$ cat src/usb_wrap_consts.svh
`ifndef USB_WRAP_CONSTS_SVH
`define USB_WRAP_CONSTS_SVH

// ----------------------------------------
// cpu word addresses
// ----------------------------------------
`define A_REV_LO 16'h8000
`define A_REV_HI 16'h8001
`define A_CTRL 16'h8004
`define A_STAT 16'h8008
`define A_EMU 16'h800c
`define A_MODE_LO 16'h8010
`define A_MODE_HI 16'h8011
`define A_AUTOMATIC_REQUEST_CTL 16'h8014
`define A_SRP_LO 16'h8018
`define A_SRP_HI 16'h8019
`define A_ABORT_LO 16'h801c
`define A_ABORT_HI 16'h801d
`define A_RAW_LO 16'h8020
`define A_RAW_HI 16'h8021
`define A_FSET_LO 16'h8024
`define A_FSET_HI 16'h8025
`define A_SCLR_LO 16'h8028
`define A_SCLR_HI 16'h8029
`define A_EVIEW_LO 16'h802c
`define A_EVIEW_HI 16'h802d
`define A_ESET_LO 16'h8030
`define A_ESET_HI 16'h8031
`define A_ECLR_LO 16'h8034
`define A_ECLR_HI 16'h8035
`define A_GATED_LO 16'h8038
`define A_GATED_HI 16'h8039
`define A_ACK 16'h803c
`define A_VEC_LO 16'h8040
`define A_VEC_HI 16'h8041
`define A_EP1_LO 16'h8050
`define A_EP1_HI 16'h8051
`define A_EP2_LO 16'h8054
`define A_EP2_HI 16'h8055
`define A_EP3_LO 16'h8058
`define A_EP3_HI 16'h8059
`define A_EP4_LO 16'h805c
`define A_EP4_HI 16'h805d

// ----------------------------------------
// fields, lane codes, reset values
// ----------------------------------------
`define CTRL_SRST_BIT 0
`define LANE_FULL_CODE 2'h0
`define LANE_HIGH_CODE 2'h1
`define LANE_LOW_CODE 2'h2
`define LANE_OFF_CODE 2'h3
`define RW_RST 16'h0000
// arbitrary revision values
`define REV_LO_DEF 16'h0001
`define REV_HI_DEF 16'h0000

`endif

$ cat src/usb_wrap_pkg.sv
`include "usb_wrap_consts.svh"
package usb_wrap_pkg;

    typedef enum logic [1:0]
    {
        LANE_FULL = `LANE_FULL_CODE,
        LANE_HIGH = `LANE_HIGH_CODE,
        LANE_LOW = `LANE_LOW_CODE,
        LANE_OFF = `LANE_OFF_CODE
    } lane_e;

    typedef logic [15:0] word_t;
    typedef logic [1:0] be_t;

endpackage : usb_wrap_pkg

$ cat src/byte_lane_reg.sv
`timescale 1ns/1ns
`include "usb_wrap_consts.svh"
module byte_lane_reg
    import usb_wrap_pkg::*;
#(
    parameter word_t RST_VAL = `RW_RST
)
(
    input wire logic mclk,
    input wire logic rst,
    input wire logic clr,
    input wire logic we,
    input wire be_t be,
    input wire word_t wdata,
    output word_t q
);

    // unselected lane keeps its old byte
    always_ff @(posedge mclk or posedge rst)
    begin
        if (rst)
            q <= RST_VAL;
        else if (clr)
            q <= RST_VAL;
        else if (we)
        begin
            if (be[1])
                q[15:8] <= wdata[15:8];
            if (be[0])
                q[7:0] <= wdata[7:0];
        end
    end

endmodule : byte_lane_reg

$ cat src/irq_half.sv
`timescale 1ns/1ns
module irq_half
    import usb_wrap_pkg::*;
(
    input wire logic mclk,
    input wire logic rst,
    input wire logic clr,
    input wire word_t evt,
    input wire logic set_we,
    input wire logic clr_we,
    input wire logic mset_we,
    input wire logic mclr_we,
    input wire word_t wmask,
    output word_t raw_q,
    output word_t mask_q,
    output word_t gated
);

    word_t raw_d;
    word_t mask_d;

    // set terms are or-ed last so an event beats a clear in the same cycle
    assign raw_d = (raw_q & ~(clr_we ? wmask : '0)) | evt | (set_we ? wmask : '0);
    assign mask_d = (mask_q & ~(mclr_we ? wmask : '0)) | (mset_we ? wmask : '0);
    assign gated = raw_q & mask_q;

    always_ff @(posedge mclk or posedge rst)
    begin
        if (rst)
        begin
            raw_q <= '0;
            mask_q <= '0;
        end
        else if (clr)
        begin
            raw_q <= '0;
            mask_q <= '0;
        end
        else
        begin
            raw_q <= raw_d;
            mask_q <= mask_d;
        end
    end

endmodule : irq_half

$ cat src/usb_wrapper_byte_access_reset.sv
`timescale 1ns/1ns
`include "usb_wrap_consts.svh"
// Operation
// - lane code zero makes a word access touch all sixteen bits.
// - lane code one limits a word access to the upper byte.
// - lane code two limits a word access to the lower byte.
// - a selected lane turns the cpu word access into one byte access.
// - two reset sources exist: hardware reset and control-register soft reset.
// - soft reset bit clears all registers and aborts running dma.
// - soft reset bit clears itself with no further write.
// - peripheral reset bit at one asserts the core reset and clears the cpu registers.
// - chip reset always also resets this controller.
// - under hardware reset every register holds its default value.
// - the controller can raise an interrupt to the cpu.
// - no system dma events; data moves by the own packet dma.
// - cpu can gate the controller clock to save idle power.
// - interrupt stays asserted until the completion ack register is written or a soft or peripheral reset clears it.
// - clear registers clear raw sources by ones; set registers set them.
// - gated status is raw and mask; mask set, cleared and read back.
module usb_wrapper_byte_access_reset
    import usb_wrap_pkg::*;
#(
    parameter word_t REV_LO_VAL = `REV_LO_DEF,
    parameter word_t REV_HI_VAL = `REV_HI_DEF
)
(
    input wire logic mclk,
    input wire logic rst,
    input wire logic io_sel,
    input wire logic io_we,
    input wire logic [15:0] io_addr,
    input wire logic [15:0] io_wdata,
    output logic [15:0] io_rdata,
    output logic io_rdy,
    input wire logic [1:0] byte_lane_select,
    input wire logic peripheral_reset_ctl,
    input wire logic clk_run_req,
    input wire logic [15:0] core_status,
    input wire logic [31:0] irq_evt,
    output logic irq,
    output logic soft_rst_pulse,
    output logic dma_abort,
    output logic core_hw_rst,
    output logic core_clk_en
);

    // ----------------------------------------
    // register index table
    // ----------------------------------------
    localparam int NRW = 17;
    localparam int I_CTRL = 0;
    localparam int I_EMU = 1;
    localparam int I_MODE_LO = 2;
    localparam word_t RW_ADDR [NRW] = '{
        `A_CTRL, `A_EMU, `A_MODE_LO, `A_MODE_HI,
        `A_AUTOMATIC_REQUEST_CTL, `A_SRP_LO, `A_SRP_HI, `A_ABORT_LO,
        `A_ABORT_HI, `A_EP1_LO, `A_EP1_HI, `A_EP2_LO,
        `A_EP2_HI, `A_EP3_LO, `A_EP3_HI, `A_EP4_LO,
        `A_EP4_HI
    };

    // ----------------------------------------
    // lane selection
    // ----------------------------------------
    lane_e lane;
    be_t be;
    word_t bmask;
    logic wr;
    logic rd;

    assign lane = lane_e'(byte_lane_select);
    // code three is undefined: no lane, write dropped, read gives zero
    assign be = (lane == LANE_FULL) ? 2'h3 :
                (lane == LANE_HIGH) ? 2'h2 :
                (lane == LANE_LOW) ? 2'h1 : 2'h0;
    assign bmask = {{8{be[1]}}, {8{be[0]}}};
    assign wr = io_sel & io_we & (|be);
    assign rd = io_sel & ~io_we;

    // ----------------------------------------
    // reset sources
    // ----------------------------------------
    logic soft_q;
    logic soft_d;
    logic hw_q;
    logic clr;

    assign soft_d = wr & (io_addr == `A_CTRL) & be[0] & io_wdata[`CTRL_SRST_BIT];
    // synchronous wipe: soft pulse or peripheral reset level
    assign clr = soft_q | peripheral_reset_ctl;

    always_ff @(posedge mclk or posedge rst)
    begin
        if (rst)
            soft_q <= 1'b0;
        else
            soft_q <= soft_d; // one cycle only
    end

    // chip reset drives the core reset high at once
    always_ff @(posedge mclk or posedge rst)
    begin
        if (rst)
            hw_q <= 1'b1;
        else
            hw_q <= peripheral_reset_ctl; // needs mclk running
    end

    assign soft_rst_pulse = soft_q;
    // only the own packet dma is stopped; no system dma request exists
    assign dma_abort = soft_q | hw_q;
    assign core_hw_rst = hw_q;

    // ----------------------------------------
    // clock gate request
    // ----------------------------------------
    logic clk_en_q;

    always_ff @(posedge mclk or posedge rst)
    begin
        if (rst)
            clk_en_q <= 1'b1;
        else
            clk_en_q <= clk_run_req;
    end

    assign core_clk_en = clk_en_q;

    // ----------------------------------------
    // plain read/write registers
    // ----------------------------------------
    word_t rw_q [NRW];

    generate
        for (genvar g = 0; g < NRW; g++)
        begin : g_rw
            byte_lane_reg #(
                .RST_VAL(`RW_RST)
            ) u_reg (
                .mclk(mclk),
                .rst(rst),
                .clr(clr),
                .we(wr && (io_addr == RW_ADDR[g])),
                .be(be),
                .wdata(io_wdata),
                .q(rw_q[g])
            );
        end
    endgenerate

    // ----------------------------------------
    // interrupt sources and mask
    // ----------------------------------------
    word_t wmask;
    word_t raw_lo;
    word_t raw_hi;
    word_t mask_lo;
    word_t mask_hi;
    word_t gated_lo;
    word_t gated_hi;

    assign wmask = io_wdata & bmask;

    irq_half u_irq_lo (
        .mclk(mclk),
        .rst(rst),
        .clr(clr),
        .evt(irq_evt[15:0]),
        .set_we(wr && io_addr == `A_FSET_LO),
        .clr_we(wr && io_addr == `A_SCLR_LO),
        .mset_we(wr && io_addr == `A_ESET_LO),
        .mclr_we(wr && io_addr == `A_ECLR_LO),
        .wmask(wmask),
        .raw_q(raw_lo),
        .mask_q(mask_lo),
        .gated(gated_lo)
    );

    irq_half u_irq_hi (
        .mclk(mclk),
        .rst(rst),
        .clr(clr),
        .evt(irq_evt[31:16]),
        .set_we(wr && io_addr == `A_FSET_HI),
        .clr_we(wr && io_addr == `A_SCLR_HI),
        .mset_we(wr && io_addr == `A_ESET_HI),
        .mclr_we(wr && io_addr == `A_ECLR_HI),
        .wmask(wmask),
        .raw_q(raw_hi),
        .mask_q(mask_hi),
        .gated(gated_hi)
    );

    // ----------------------------------------
    // interrupt line and completion ack
    // ----------------------------------------
    logic irq_q;
    logic ack_wr;
    logic any_gated;

    assign ack_wr = wr & (io_addr == `A_ACK);
    assign any_gated = (|gated_lo) | (|gated_hi);

    // ack drops the line for one cycle so a still pending source re-edges it
    always_ff @(posedge mclk or posedge rst)
    begin
        if (rst)
            irq_q <= 1'b0;
        else if (clr)
            irq_q <= 1'b0;
        else if (ack_wr)
            irq_q <= 1'b0;
        else if (any_gated)
            irq_q <= 1'b1;
    end

    assign irq = irq_q;

    // lowest pending gated source wins, value is index plus one, zero is none
    function automatic logic [5:0] first_set(input logic [31:0] v);
        logic [5:0] r;
        r = 6'h00;
        for (int i = 31; i >= 0; i--)
        begin
            if (v[i])
                r = 6'(i + 1);
        end
        return r;
    endfunction : first_set

    logic [5:0] vec;

    assign vec = first_set({gated_hi, gated_lo});

    // ----------------------------------------
    // read path
    // ----------------------------------------
    word_t rd_word;

    always_comb
    begin
        case (io_addr)
            `A_REV_LO: rd_word = REV_LO_VAL;
            `A_REV_HI: rd_word = REV_HI_VAL;
            `A_STAT: rd_word = core_status;
            `A_RAW_LO: rd_word = raw_lo;
            `A_RAW_HI: rd_word = raw_hi;
            `A_EVIEW_LO: rd_word = mask_lo;
            `A_EVIEW_HI: rd_word = mask_hi;
            `A_GATED_LO: rd_word = gated_lo;
            `A_GATED_HI: rd_word = gated_hi;
            `A_VEC_LO: rd_word = {10'h000, vec};
            default: rd_word = '0;
        endcase
        for (int i = 0; i < NRW; i++)
        begin
            if (io_addr == RW_ADDR[i])
                rd_word = rw_q[i];
        end
    end

    word_t rdata_q;
    logic rdy_q;

    always_ff @(posedge mclk or posedge rst)
    begin
        if (rst)
            rdata_q <= '0;
        else if (rd)
            rdata_q <= rd_word & bmask;
    end

    always_ff @(posedge mclk or posedge rst)
    begin
        if (rst)
            rdy_q <= 1'b0;
        else
            rdy_q <= io_sel;
    end

    assign io_rdata = rdata_q;
    assign io_rdy = rdy_q;
endmodule : usb_wrapper_byte_access_reset
$ cat config.mk
export PLATFORM = sky130hd
export DESIGN_NAME = usb_wrapper_byte_access_reset
export DESIGN_NICKNAME = d
export VERILOG_FILES = /design/src/usb_wrap_pkg.sv /design/src/byte_lane_reg.sv /design/src/irq_half.sv /design/src/usb_wrapper_byte_access_reset.sv
export VERILOG_INCLUDE_DIRS = /design/src
export SDC_FILE = /design/constraint.sdc
export NUM_CORES = 1
export LEC_CHECK = 0
export ABC_CLOCK_PERIOD_IN_PS = 13550
export BUFFER_PORTS_ARGS = -buffer_cell sky130_fd_sc_hd__buf_2
export CORE_MARGIN = 10
export CORE_UTILIZATION = 45
export DETAILED_ROUTE_END_ITERATION = 8
export GPL_TIMING_DRIVEN = 0
export MAX_ROUTING_LAYER = met4
export PLACE_DENSITY = 0.62
export SETUP_SLACK_MARGIN = 0.4
export SYNTH_ARGS = -nofsm -noshare
export SYNTH_HDL_FRONTEND = slang
export SYNTH_SLANG_ARGS = --single-unit
export TNS_END_PERCENT = 100
$ cat constraint.sdc
create_clock -name mclk -period 13.55 [get_ports mclk]
set_clock_uncertainty 0.1 [all_clocks]
set_input_delay 0.6775 -clock mclk [delete_from_list [all_inputs] [get_ports mclk]]
set_output_delay 0.6775 -clock mclk [all_outputs]
set_load 0.01 [all_outputs]
# Word level (Yosys, flattened, before mapping)
# Index checks and enable logic that the tools add are counted.
# totals
reg_bits	357
output_inout_bits	22
# classes
n_reduce_logical	83
eq_ne	37
bitwise_logic	29
mux	104
# op_table
op	n
2-to-1 mux 16 bit	63
== test 16 bit, second input constant	35
2-to-1 mux 6 bit	32
case mux 16 bit (9 select lines)	1
AND 16 bit	8
OR 16 bit	6
AND reduction 2 bit	34
inverter 16 bit	4
nonzero test 2 bit	19
OR reduction 16 bit	2
logical AND 1 bit	25
2-to-1 mux 8 bit	2
AND 1 bit	7
2-to-1 mux 1 bit	4
2-to-1 mux 2 bit	2
OR 1 bit	3
nonzero test 3 bit	1
== test 2 x 1 -> 1 bit, second input constant	1
== test 2 bit, second input constant	1
logical NOT 2 bit	1
OR reduction 2 bit	1
inverter 1 bit	1

# Logic depth before layout (Yosys ltp)
# Gate-level depths: netlist of the first run.
# depth
ltp_word	52
mapped_depth	11

# Hierarchy
# Synthesis of the first run repeated with hierarchy kept, for this count alone.
# unflattened
hier_cells	2265
area_unflattened_um2	22136.2
# modules_own_cells
module	cells_each	n_inst	area_each_um2	seq_area_each_um2
byte_lane_reg	74	17	832.0	400.4
usb_wrapper_byte_access_reset	695	1	4765.8	528.0
irq_half	156	2	1612.8	800.8

# Worst setup path after synthesis of the first run
# No wires, ideal clock.
# synth_path
kind	input to register
from	in io_addr[8]
to	reg rdata_q[7], in the netlist io_rdata[7]
cell_stages	9
slack_ns	10.718
t_arrival_ns	2.606
setup_ns	0.127
path_buffers	2
required_time_ns	13.323
path_cell_list	or4_4 buf_6 nor4_4 buf_2 inv_1 a32oi_1 a21boi_0 a311oi_1 o21ai_1
# synth_between
elab_chain_cells	20
elab_cells_between_ends	45
cone_classes	26 x eq/ne; 18 x mux; 1 x bitwise
# synth_rtl
item	line_no	text
from (decl)	usb_wrapper_byte_access_reset.sv:31	input wire logic [15:0] io_addr,
== test 16 bit	usb_wrapper_byte_access_reset.sv:242	case (io_addr)
case mux 16 bit (9 select lines)	usb_wrapper_byte_access_reset.sv:242	
2-to-1 mux 16 bit (16 in a row)	usb_wrapper_byte_access_reset.sv:257	if (io_addr == RW_ADDR[i])
2-to-1 mux 16 bit (*)	usb_wrapper_byte_access_reset.sv:257	
AND 16 bit (*)	usb_wrapper_byte_access_reset.sv:270	rdata_q <= rd_word & bmask;
to (signal assigned)	usb_wrapper_byte_access_reset.sv:270	
to (decl)	usb_wrapper_byte_access_reset.sv:262	word_t rdata_q;
# Mark *: on every way between the ends. The rest lies on a longest branch, timed or not.
# A chain may end at the register's enable or synchronous reset.

# Worst setup path after layout of the first run
# layout_path
from	in io_addr[4]
to	reg rdata_q[5], in the netlist io_rdata[5]
# The elaborated chain is that of the path after synthesis.

==> key figures, run 1 <==
Yosys
  – Post-synth top flop: dfrtp_1
  – Count of cell types in the netlist: 73
  – Synthesized Nets: around 2,300
  – Cell type contributing the most total cell area after synthesis: dfrtp_1
  – Mean cell area of the mapped netlist: 8.33 um^2
  – Area share of the largest cell type after synthesis: 48.0%
  – Syn Std Cell Area: 18,500 um^2
  – Async S/R FF share, synth: 100%
  – Register area share after synthesis: ~48%
  – Yosys warnings: 0
  – Main area contributors after synthesis: dfrtp_1 (48%), nand2_1 (14%), a21oi_1 (11%)
  – Flip-flop and latch count after synthesis: roughly 360
  – Number of instances in the synthesized netlist: 2,225
  – EDFF count, synth: 0

Clock network
  – Number of H-tree levels: 2
  – Number of buffers between clock root and the deepest sink: 3
  – Number of buffers added to fix hold violations after cts: 0
  – Clock tree from TritonCTS: built
  – Register clock-pin slew on the reported worst setup and hold paths: about 60 ps
  – Quantity of gates resized following cts: 0
  – Source-to-sink clock delay at the later pin of the worst-skew pair: 590 ps
  – Post-CTS Setup Repair Bufs: 0
  – Number of buffers created by CTS: 42
  – Root cell of the clock tree: clkbuf_16
  – Clk sinks: 357

Run status
  – Violations in the final reports: negative hold slack
  – Result of the run: complete, but fails checks

Floorplanning
  – Effective utilization at floorplan: between 40% and 50%
  – Core Rows: 74
  – Area inside the core boundary: 40,700 um^2
  – Die area: 49,700 um^2
  – Chip height: 223 um
  – Die Span X: 223 um
  – Ports: 110

Worst setup path
  – Worst flop-to-flop path endpoint: io_rdata[4]
  – CP arrival: 4420 ps
  – Data required time of the worst path: 13,930 ps
  – Kind of start point of the critical path: input pin
  – Register-to-register setup slack: 10,110 ps
  – Critical path type: input pin to flop
  – Critical register-to-register path startpoint: u_irq_hi.mask_q[4]
  – Length in cells of the worst reg-to-reg path: 8
  – Largest driver fanout on the critical path: 10
  – Nature of the critical path endpoint: flop

Routing
  – Routed length per placed instance: 32.8 um
  – Post-detailed-route DRC marker count: 0
  – Sum of routed wire length over all layers: 96,200 um
  – First drt pass iteration count: 8
  – DRC violation total after the first TritonRoute iteration: 3,039
  – Via total after detailed routing: 19,844
  – Antenna violation net count after detailed routing: 0
  – Vias per std cell: 6.77

Final layout
  – Growth of design area from synthesis to finish: 14.3%
  – Number of antenna diodes: 0
  – Utilization after layout: about half
  – Number of fill cells: between 3,000 and 4,000
  – Layout cell share with drive strength beyond 1: 10.1%
  – Total number of nets in the final design: 2,454

STA
  – F_max: 0.248 GHz
  – Worst hold-check slack: -10.2 ps
  – Hold Vio Cnt, Final: 2
  – Pins over their slew limit: 0
  – Count of endpoints failing setup in the final report: 0
  – Fin worst setup slack: roughly 9500 ps
  – Tightest Pin Transition: 1400 ps
  – Post-route clock period utilization: 29.8%
  – Setup repair after global routing missed its margin: false
  – Final critical delay including setup and external delays: 4030 ps
  – Max-slew headroom: 5.69%

Pwr
  – Worst VDD drop: 96.7 uV
  – Portion of total power attributed to combinational logic: under 10%
  – Switching power: 0.650 mW
  – Clock power frac: 48.7%
  – Power density over cell area: 116 nW/um^2
  – Leak: approximately 8.5 nW
  – Post-route total power: 2.45 mW
  – Sequential cell fraction of total power: 44.5%
  – Switching portion of total power: 26.5%
  – Internal power component: roughly 1.8 mW

GRT
  – Number of antenna violations at the first check in global routing: 0
  – Aggregate global routing overflow: 0
  – Maximum number of pins on one net before global-route repair: 123
  – Vias in the first global route: between 15,000 and 20,000
  – Global-route wire length before repair: roughly 140,000 um
  – Total Routing Usage GR: 38.6%

Place
  – Quantity of I/O buffers inserted on ports: between 90 and 100
  – Post-detail-place hpwl: between 70,000 and 80,000 um
  – Routability-driven placement congestion ratio: 1.07
  – Minimum setup slack after placement: 9250 ps

Worst hold path
  – Kind of path behind the tightest hold check: input pin to async pin

Run
  – Max Cap Violations: 0
==> logic make-up after synthesis <==
logic type      after synthesis  synth area share (%)
mux                           1                0.0540
compound gates              760                  24.9
buf+inv                     148                  3.39
flops                       357                  48.2
simple gates                959                  23.5
==> state kept, by name (all words and copies together), names as in the netlist <==
signal,cells
g_rw.u_reg.q,272
io_rdata,16
u_irq_hi.mask_q,16
u_irq_hi.raw_q,16
u_irq_lo.mask_q,16
u_irq_lo.raw_q,16
core_clk_en,1
core_hw_rst,1
io_rdy,1
irq,1
soft_rst_pulse,1
==> layout by cell type (no fill, tap or decap), types with 14 or more instances in the layout <==
master     instances
nand2_1          680
a21oi_1          413
dfrtp_1          355
buf_2            118
clkbuf_1         113
o21ai_0           98
nor2_1            82
a22oi_1           44
clkbuf_16         43
a221oi_1          36
a222oi_1          28
nand3_1           27
nand4_1           27
a21o_1            26
nor3_1            23
nand2b_1          21
nor2b_1           19
a31oi_1           14
==> cells in the mapped netlist, drive strengths merged (3+ instances only) <==
cell type,number
clkbuf,105
a32oi,7
o21ai,104
o31ai,5
a22o,13
a32o,4
or4b,4
nand2,680
dfrtp,355
o22ai,9
a31oi,14
o211ai,5
nand3,27
nor2,84
a221o,3
nor2b,19
nor3,36
and3,7
a311o,3
nor4b,6
nor4,22
a211oi,4
or2,7
a222oi,28
nand4,27
a2111oi,6
nand2b,21
a21o,26
o221ai,7
a221oi,36
or3,3
a21oi,413
or4,5
a22oi,44
o2111ai,6
and2,3
inv,9
o21a,5
buf,34
==> per-stage QoR <==
stage               area (um^2)  setup TNS [ps]  instances  hold slack [ps]
global route              21200               0       2930             48.6
CTS                       21200               0       2929             26.5
global placement          19700         -473490       2850              368
finish                    21200               0       2930            -10.2
floorplan                 18500               0       2225              377
detailed placement        19800               0       2853              373
==> power by group through the flow <==
stage / Sequential, mW / Combinational [mW] / Clock (mW)
after floorplan: 1.10 / 0.0762 / 0
after global placement: 1.11 / 0.157 / 0
after detailed placement: 1.11 / 0.162 / 0
after CTS: 1.09 / 0.163 / 1.19
after global routing: 1.09 / 0.173 / 1.23
final: 1.09 / 0.168 / 1.19
==> metal layers <==
metal,vias to the layer above,part of all wire (%),track usage (%)
li1,8253,-,-
met5,-,0,-
met4,0,8.1,26.3
met3,381,9.8,8.00
met2,1411,45,58.4
met1,9799,37,45.8
==> layout make-up <==
cell class / count / area (um^2) / share of cell area [%]
Tap cell: 532 / 666 / 3.14
Clock buffer: 60 / 1230 / 5.81
Clock inverter: 16 / 176 / 0.833
Inverter: 9 / 41.3 / 0.195
Buffer: 139 / 594 / 2.81
Multi-Input combinational cell: 1720 / 8970 / 42.4
Timing Repair Buffer: 97 / 553 / 2.61
Sequential cell: 357 / 8940 / 42.2
==> how the worst max path moves through the flow <==
stage	endpoint	depth (start not counted)	startpoint	slack (ps)
CTS	io_rdata[14]	8	io_addr[6]	9790
detailed placement	io_rdata[3]	10	io_addr[4]	9250
global route	io_rdata[5]	11	io_addr[0]	9640
finish	io_rdata[5]	9	io_addr[4]	9520
global placement	g_rw[15].u_reg.q[8]	2	rst	-1360
floorplan	g_rw[0].u_reg.q[0]	1	rst	2870
==> critical path: stages <==
cell and delay, ps:
buf_2 150, nor4bb_1 820, nand3_1 430, nor2_1 990, clkbuf_1 610, a22oi_1 210, nand4_1 230, nor3_1 110
a211oi_1 180
No activity file was read; power rests on OpenSTA's default activity.
==> inputs of run 2 (changes only) <==
--- a/config.mk
+++ b/config.mk
@@ -6,7 +6,7 @@
 export SDC_FILE = /design/constraint.sdc
 export NUM_CORES = 1
 export LEC_CHECK = 0
-export ABC_CLOCK_PERIOD_IN_PS = 13550
+export ABC_CLOCK_PERIOD_IN_PS = 3800
 export BUFFER_PORTS_ARGS = -buffer_cell sky130_fd_sc_hd__buf_2
 export CORE_MARGIN = 10
 export CORE_UTILIZATION = 45
==> constraint.sdc (replaced) <==
create_clock -name mclk -period 3.8 [get_ports mclk]
set_clock_uncertainty 0.1 [all_clocks]
set_input_delay 0.19 -clock mclk [delete_from_list [all_inputs] [get_ports mclk]]
set_output_delay 0.19 -clock mclk [all_outputs]
set_load 0.01 [all_outputs]
==> run 2 against run 1 <==
Net effect: the run ends with max-capacitance violations, max-slew violations left; register-to-register slack worse by 9800 ps; power grew to 3.5 times the previous value; die area unchanged; clock power rose to 3.4 times the previous value; wire length shrank 0.86%; cell count rose by 1.5%; utilization up 1.0 points; first-iteration DRC count grew 0.56%; worst hold slack improved by 130 ps; sequential cell count stayed put; final area grew 1.9%; worst setup slack got worse by 9200 ps; critical endpoint is now io_rdata[10].
==> key figures, run 2 (synthesized netlist as in run 1, its figures left out) <==
Run status
  – Result of the run: complete, but fails checks
  – Violations in the final reports: max-capacitance violations, max-slew violations

Worst setup path
  – Nature of the critical path endpoint: flop
  – Critical register-to-register path startpoint: u_irq_lo.raw_q[12]
  – CP arrival: 3920 ps
  – Cells along the critical path: buf_2 > nor4_4 > nand2_1 > nor3_1 > a221oi_1 > a31oi_1 > o221ai_1 > a31oi_1
  – Data required time of the worst path: 4210 ps
  – Largest driver fanout on the critical path: 9
  – Slowest stage delay, CP: 1300 ps
  – Critical path type: input pin to flop
  – Kind of start point of the critical path: input pin
  – Critical Path Source: io_addr[8]
  – Worst path most repeated cell: a31oi_1
  – Slowest stage cell on the critical path: nor3_1

Final layout
  – Layout cell share with drive strength beyond 1: 9.92%
  – Most flops, register: g_rw.u_reg.q
  – Post-route cell area: 21,600 um^2
  – Total number of nets in the final design: 2,497
  – Max reg flops: between 200 and 300
  – Most common cell after layout, fill and taps aside: nand2_1
  – Growth of design area from synthesis to finish: 16.5%
  – Commonest cells after routing, fill and taps aside: nand2_1 (680), a21oi_1 (412), dfrtp_1 (355)

Routing
  – Vias per std cell: 6.69
  – Via total after detailed routing: between 15,000 and 20,000
  – Routed length per placed instance: 32.1 um
  – First drt pass iteration count: 8
  – DRC violation total after the first TritonRoute iteration: slightly above 3,000
  – Antenna violation net count after detailed routing: 0
  – Sum of routed wire length over all layers: approximately 95,000 um
  – Post-detailed-route DRC marker count: 0

GRT
  – Total Routing Usage GR: 38.3%
  – Aggregate global routing overflow: 0
  – Maximum number of pins on one net before global-route repair: 42
  – Global-route wire length before repair: 136,000 um
  – Vias in the first global route: 19,024
  – Number of antenna violations at the first check in global routing: 2

Clock network
  – Source-to-sink clock delay at the later pin of the worst-skew pair: 590 ps
  – Number of buffers between clock root and the deepest sink: 3
  – Clock tree from TritonCTS: built
  – Post-CTS Setup Repair Bufs: 0
  – Clk sinks: roughly 360
  – Number of buffers created by CTS: 42
  – Register clock-pin slew on the reported worst setup and hold paths: 60 ps
  – Root cell of the clock tree: clkbuf_16
  – Number of H-tree levels: 2

Place
  – Minimum setup slack after placement: about 26 ps
  – Post-detail-place hpwl: 70,900 um
  – Routability-driven placement congestion ratio: about 1.1
  – Placed instance area: between 15,000 and 20,000 um^2
  – Quantity of I/O buffers inserted on ports: 93

Floorplanning
  – Ports: 110
  – Die area: 49,700 um^2
  – Core Rows: 74
  – Die Span X: 223 um
  – Effective utilization at floorplan: 45.5%
  – Chip height: between 200 and 250 um
  – Area inside the core boundary: between 40,000 and 50,000 um^2

STA
  – Fin worst setup slack: about 300 ps
  – F_max: around 0.29 GHz
  – Hold Vio Cnt, Final: 0
  – Max-slew headroom: -6.32%
  – Post-Route Setup TNS: 0 ps
  – Pins over their slew limit: 7
  – Count of endpoints failing setup in the final report: 0
  – Tightest Pin Transition: 1580 ps
  – Worst hold-check slack: 121 ps
  – Post-route clock period utilization: 92.2%
  – Setup repair after global routing missed its margin: false
  – Final critical delay including setup and external delays: 3500 ps

Run
  – Max Cap Violations: 1

Pwr
  – Post-route total power: 8.57 mW
  – Leak: 8.62 nW
  – Power density over cell area: 397 nW/um^2
  – Worst VDD drop: 344 uV

Worst hold path
  – Kind of path behind the tightest hold check: input pin to flop
  – Hold Path Origin: io_addr[0]
==> run 2: cell count changes in the layout (fill, tap and decap cells not counted), moves of 2 or more <==
cell and delta:
diode_2 +2, clkinv_2 -3, clkbuf_8 -3, nor3_2 -2
clkbuf_1 +5, buf_16 -2, dlygate4sd3_1 +36, nor3_1 +2
buf_12 +9
==> run 2: path summary, 6_finish.rpt <==
check                                     endpoint  slack, ps  depth (start not counted)
worst max register to register         io_rdata[3]        330                          8
max in group asynchronous              io_rdata[3]       2260                          6
min in group asynchronous        u_irq_hi.raw_q[0]        150                          3
worst min register to register         io_rdata[0]        390                          2
worst max-delay path                  io_rdata[10]        300                          8
worst min-delay path            u_irq_hi.mask_q[4]        120                          5
==> run 2: area by class of cell <==
cell class,instances,area (um^2)
timing repair buffer,140,1040
fill,3944,19200
inverter,9,37.5
tap,532,666
sequential,357,8940
buffer,139,594
antenna,2,5.00
multi-input combinational,1720,8970
clock inverter,12,120
clock buffer,62,1210
==> run 2: worst max-delay path, delay by kind of cell <==
family / cells / cell delay (ps)
AOI/OAI and AO/OA: 4 / 1370
and+or+nand+nor: 3 / 2220
buffers and inverters: 1 / 120
==> run 2: per-stage QoR <==
step / utilization (%) / instances
after floorplan: - / 2225
after global placement: 48.3 / 2850
after detailed placement: 48.8 / 2861
after CTS: 52.9 / 2971
after global routing: 53.0 / 2972
final: 53.0 / 2973
==> run 2: timing repair <==
action | CTS | global route
endpoints found under the setup margin | 0 | 2
hold buffers | 36 | 0
gates resized for setup | 0 | 2
hold endpoints to repair | 62 | 0
==> run 2: power breakdown <==
group | leakage [nW] | total (mW) | switching (mW) | internal, mW
Sequential | 4.93 | 3.88 | 0.0481 | 3.83
Clock | 0.653 | 4.05 | 1.71 | 2.33
Combinational | 3.04 | 0.640 | 0.488 | 0.152
Total | 8.62 | 8.57 | 2.25 | 6.32
==> run 2: metal layers <==
metal / share of wire [%] / GRT usage (%) / up-vias
met1: 36 / 44.7 / 9771
met5: 0 / - / -
met4: 8.2 / 25.3 / 0
met3: 10 / 9.18 / 390
met2: 45 / 58.3 / 1387
li1: - / - / 8338
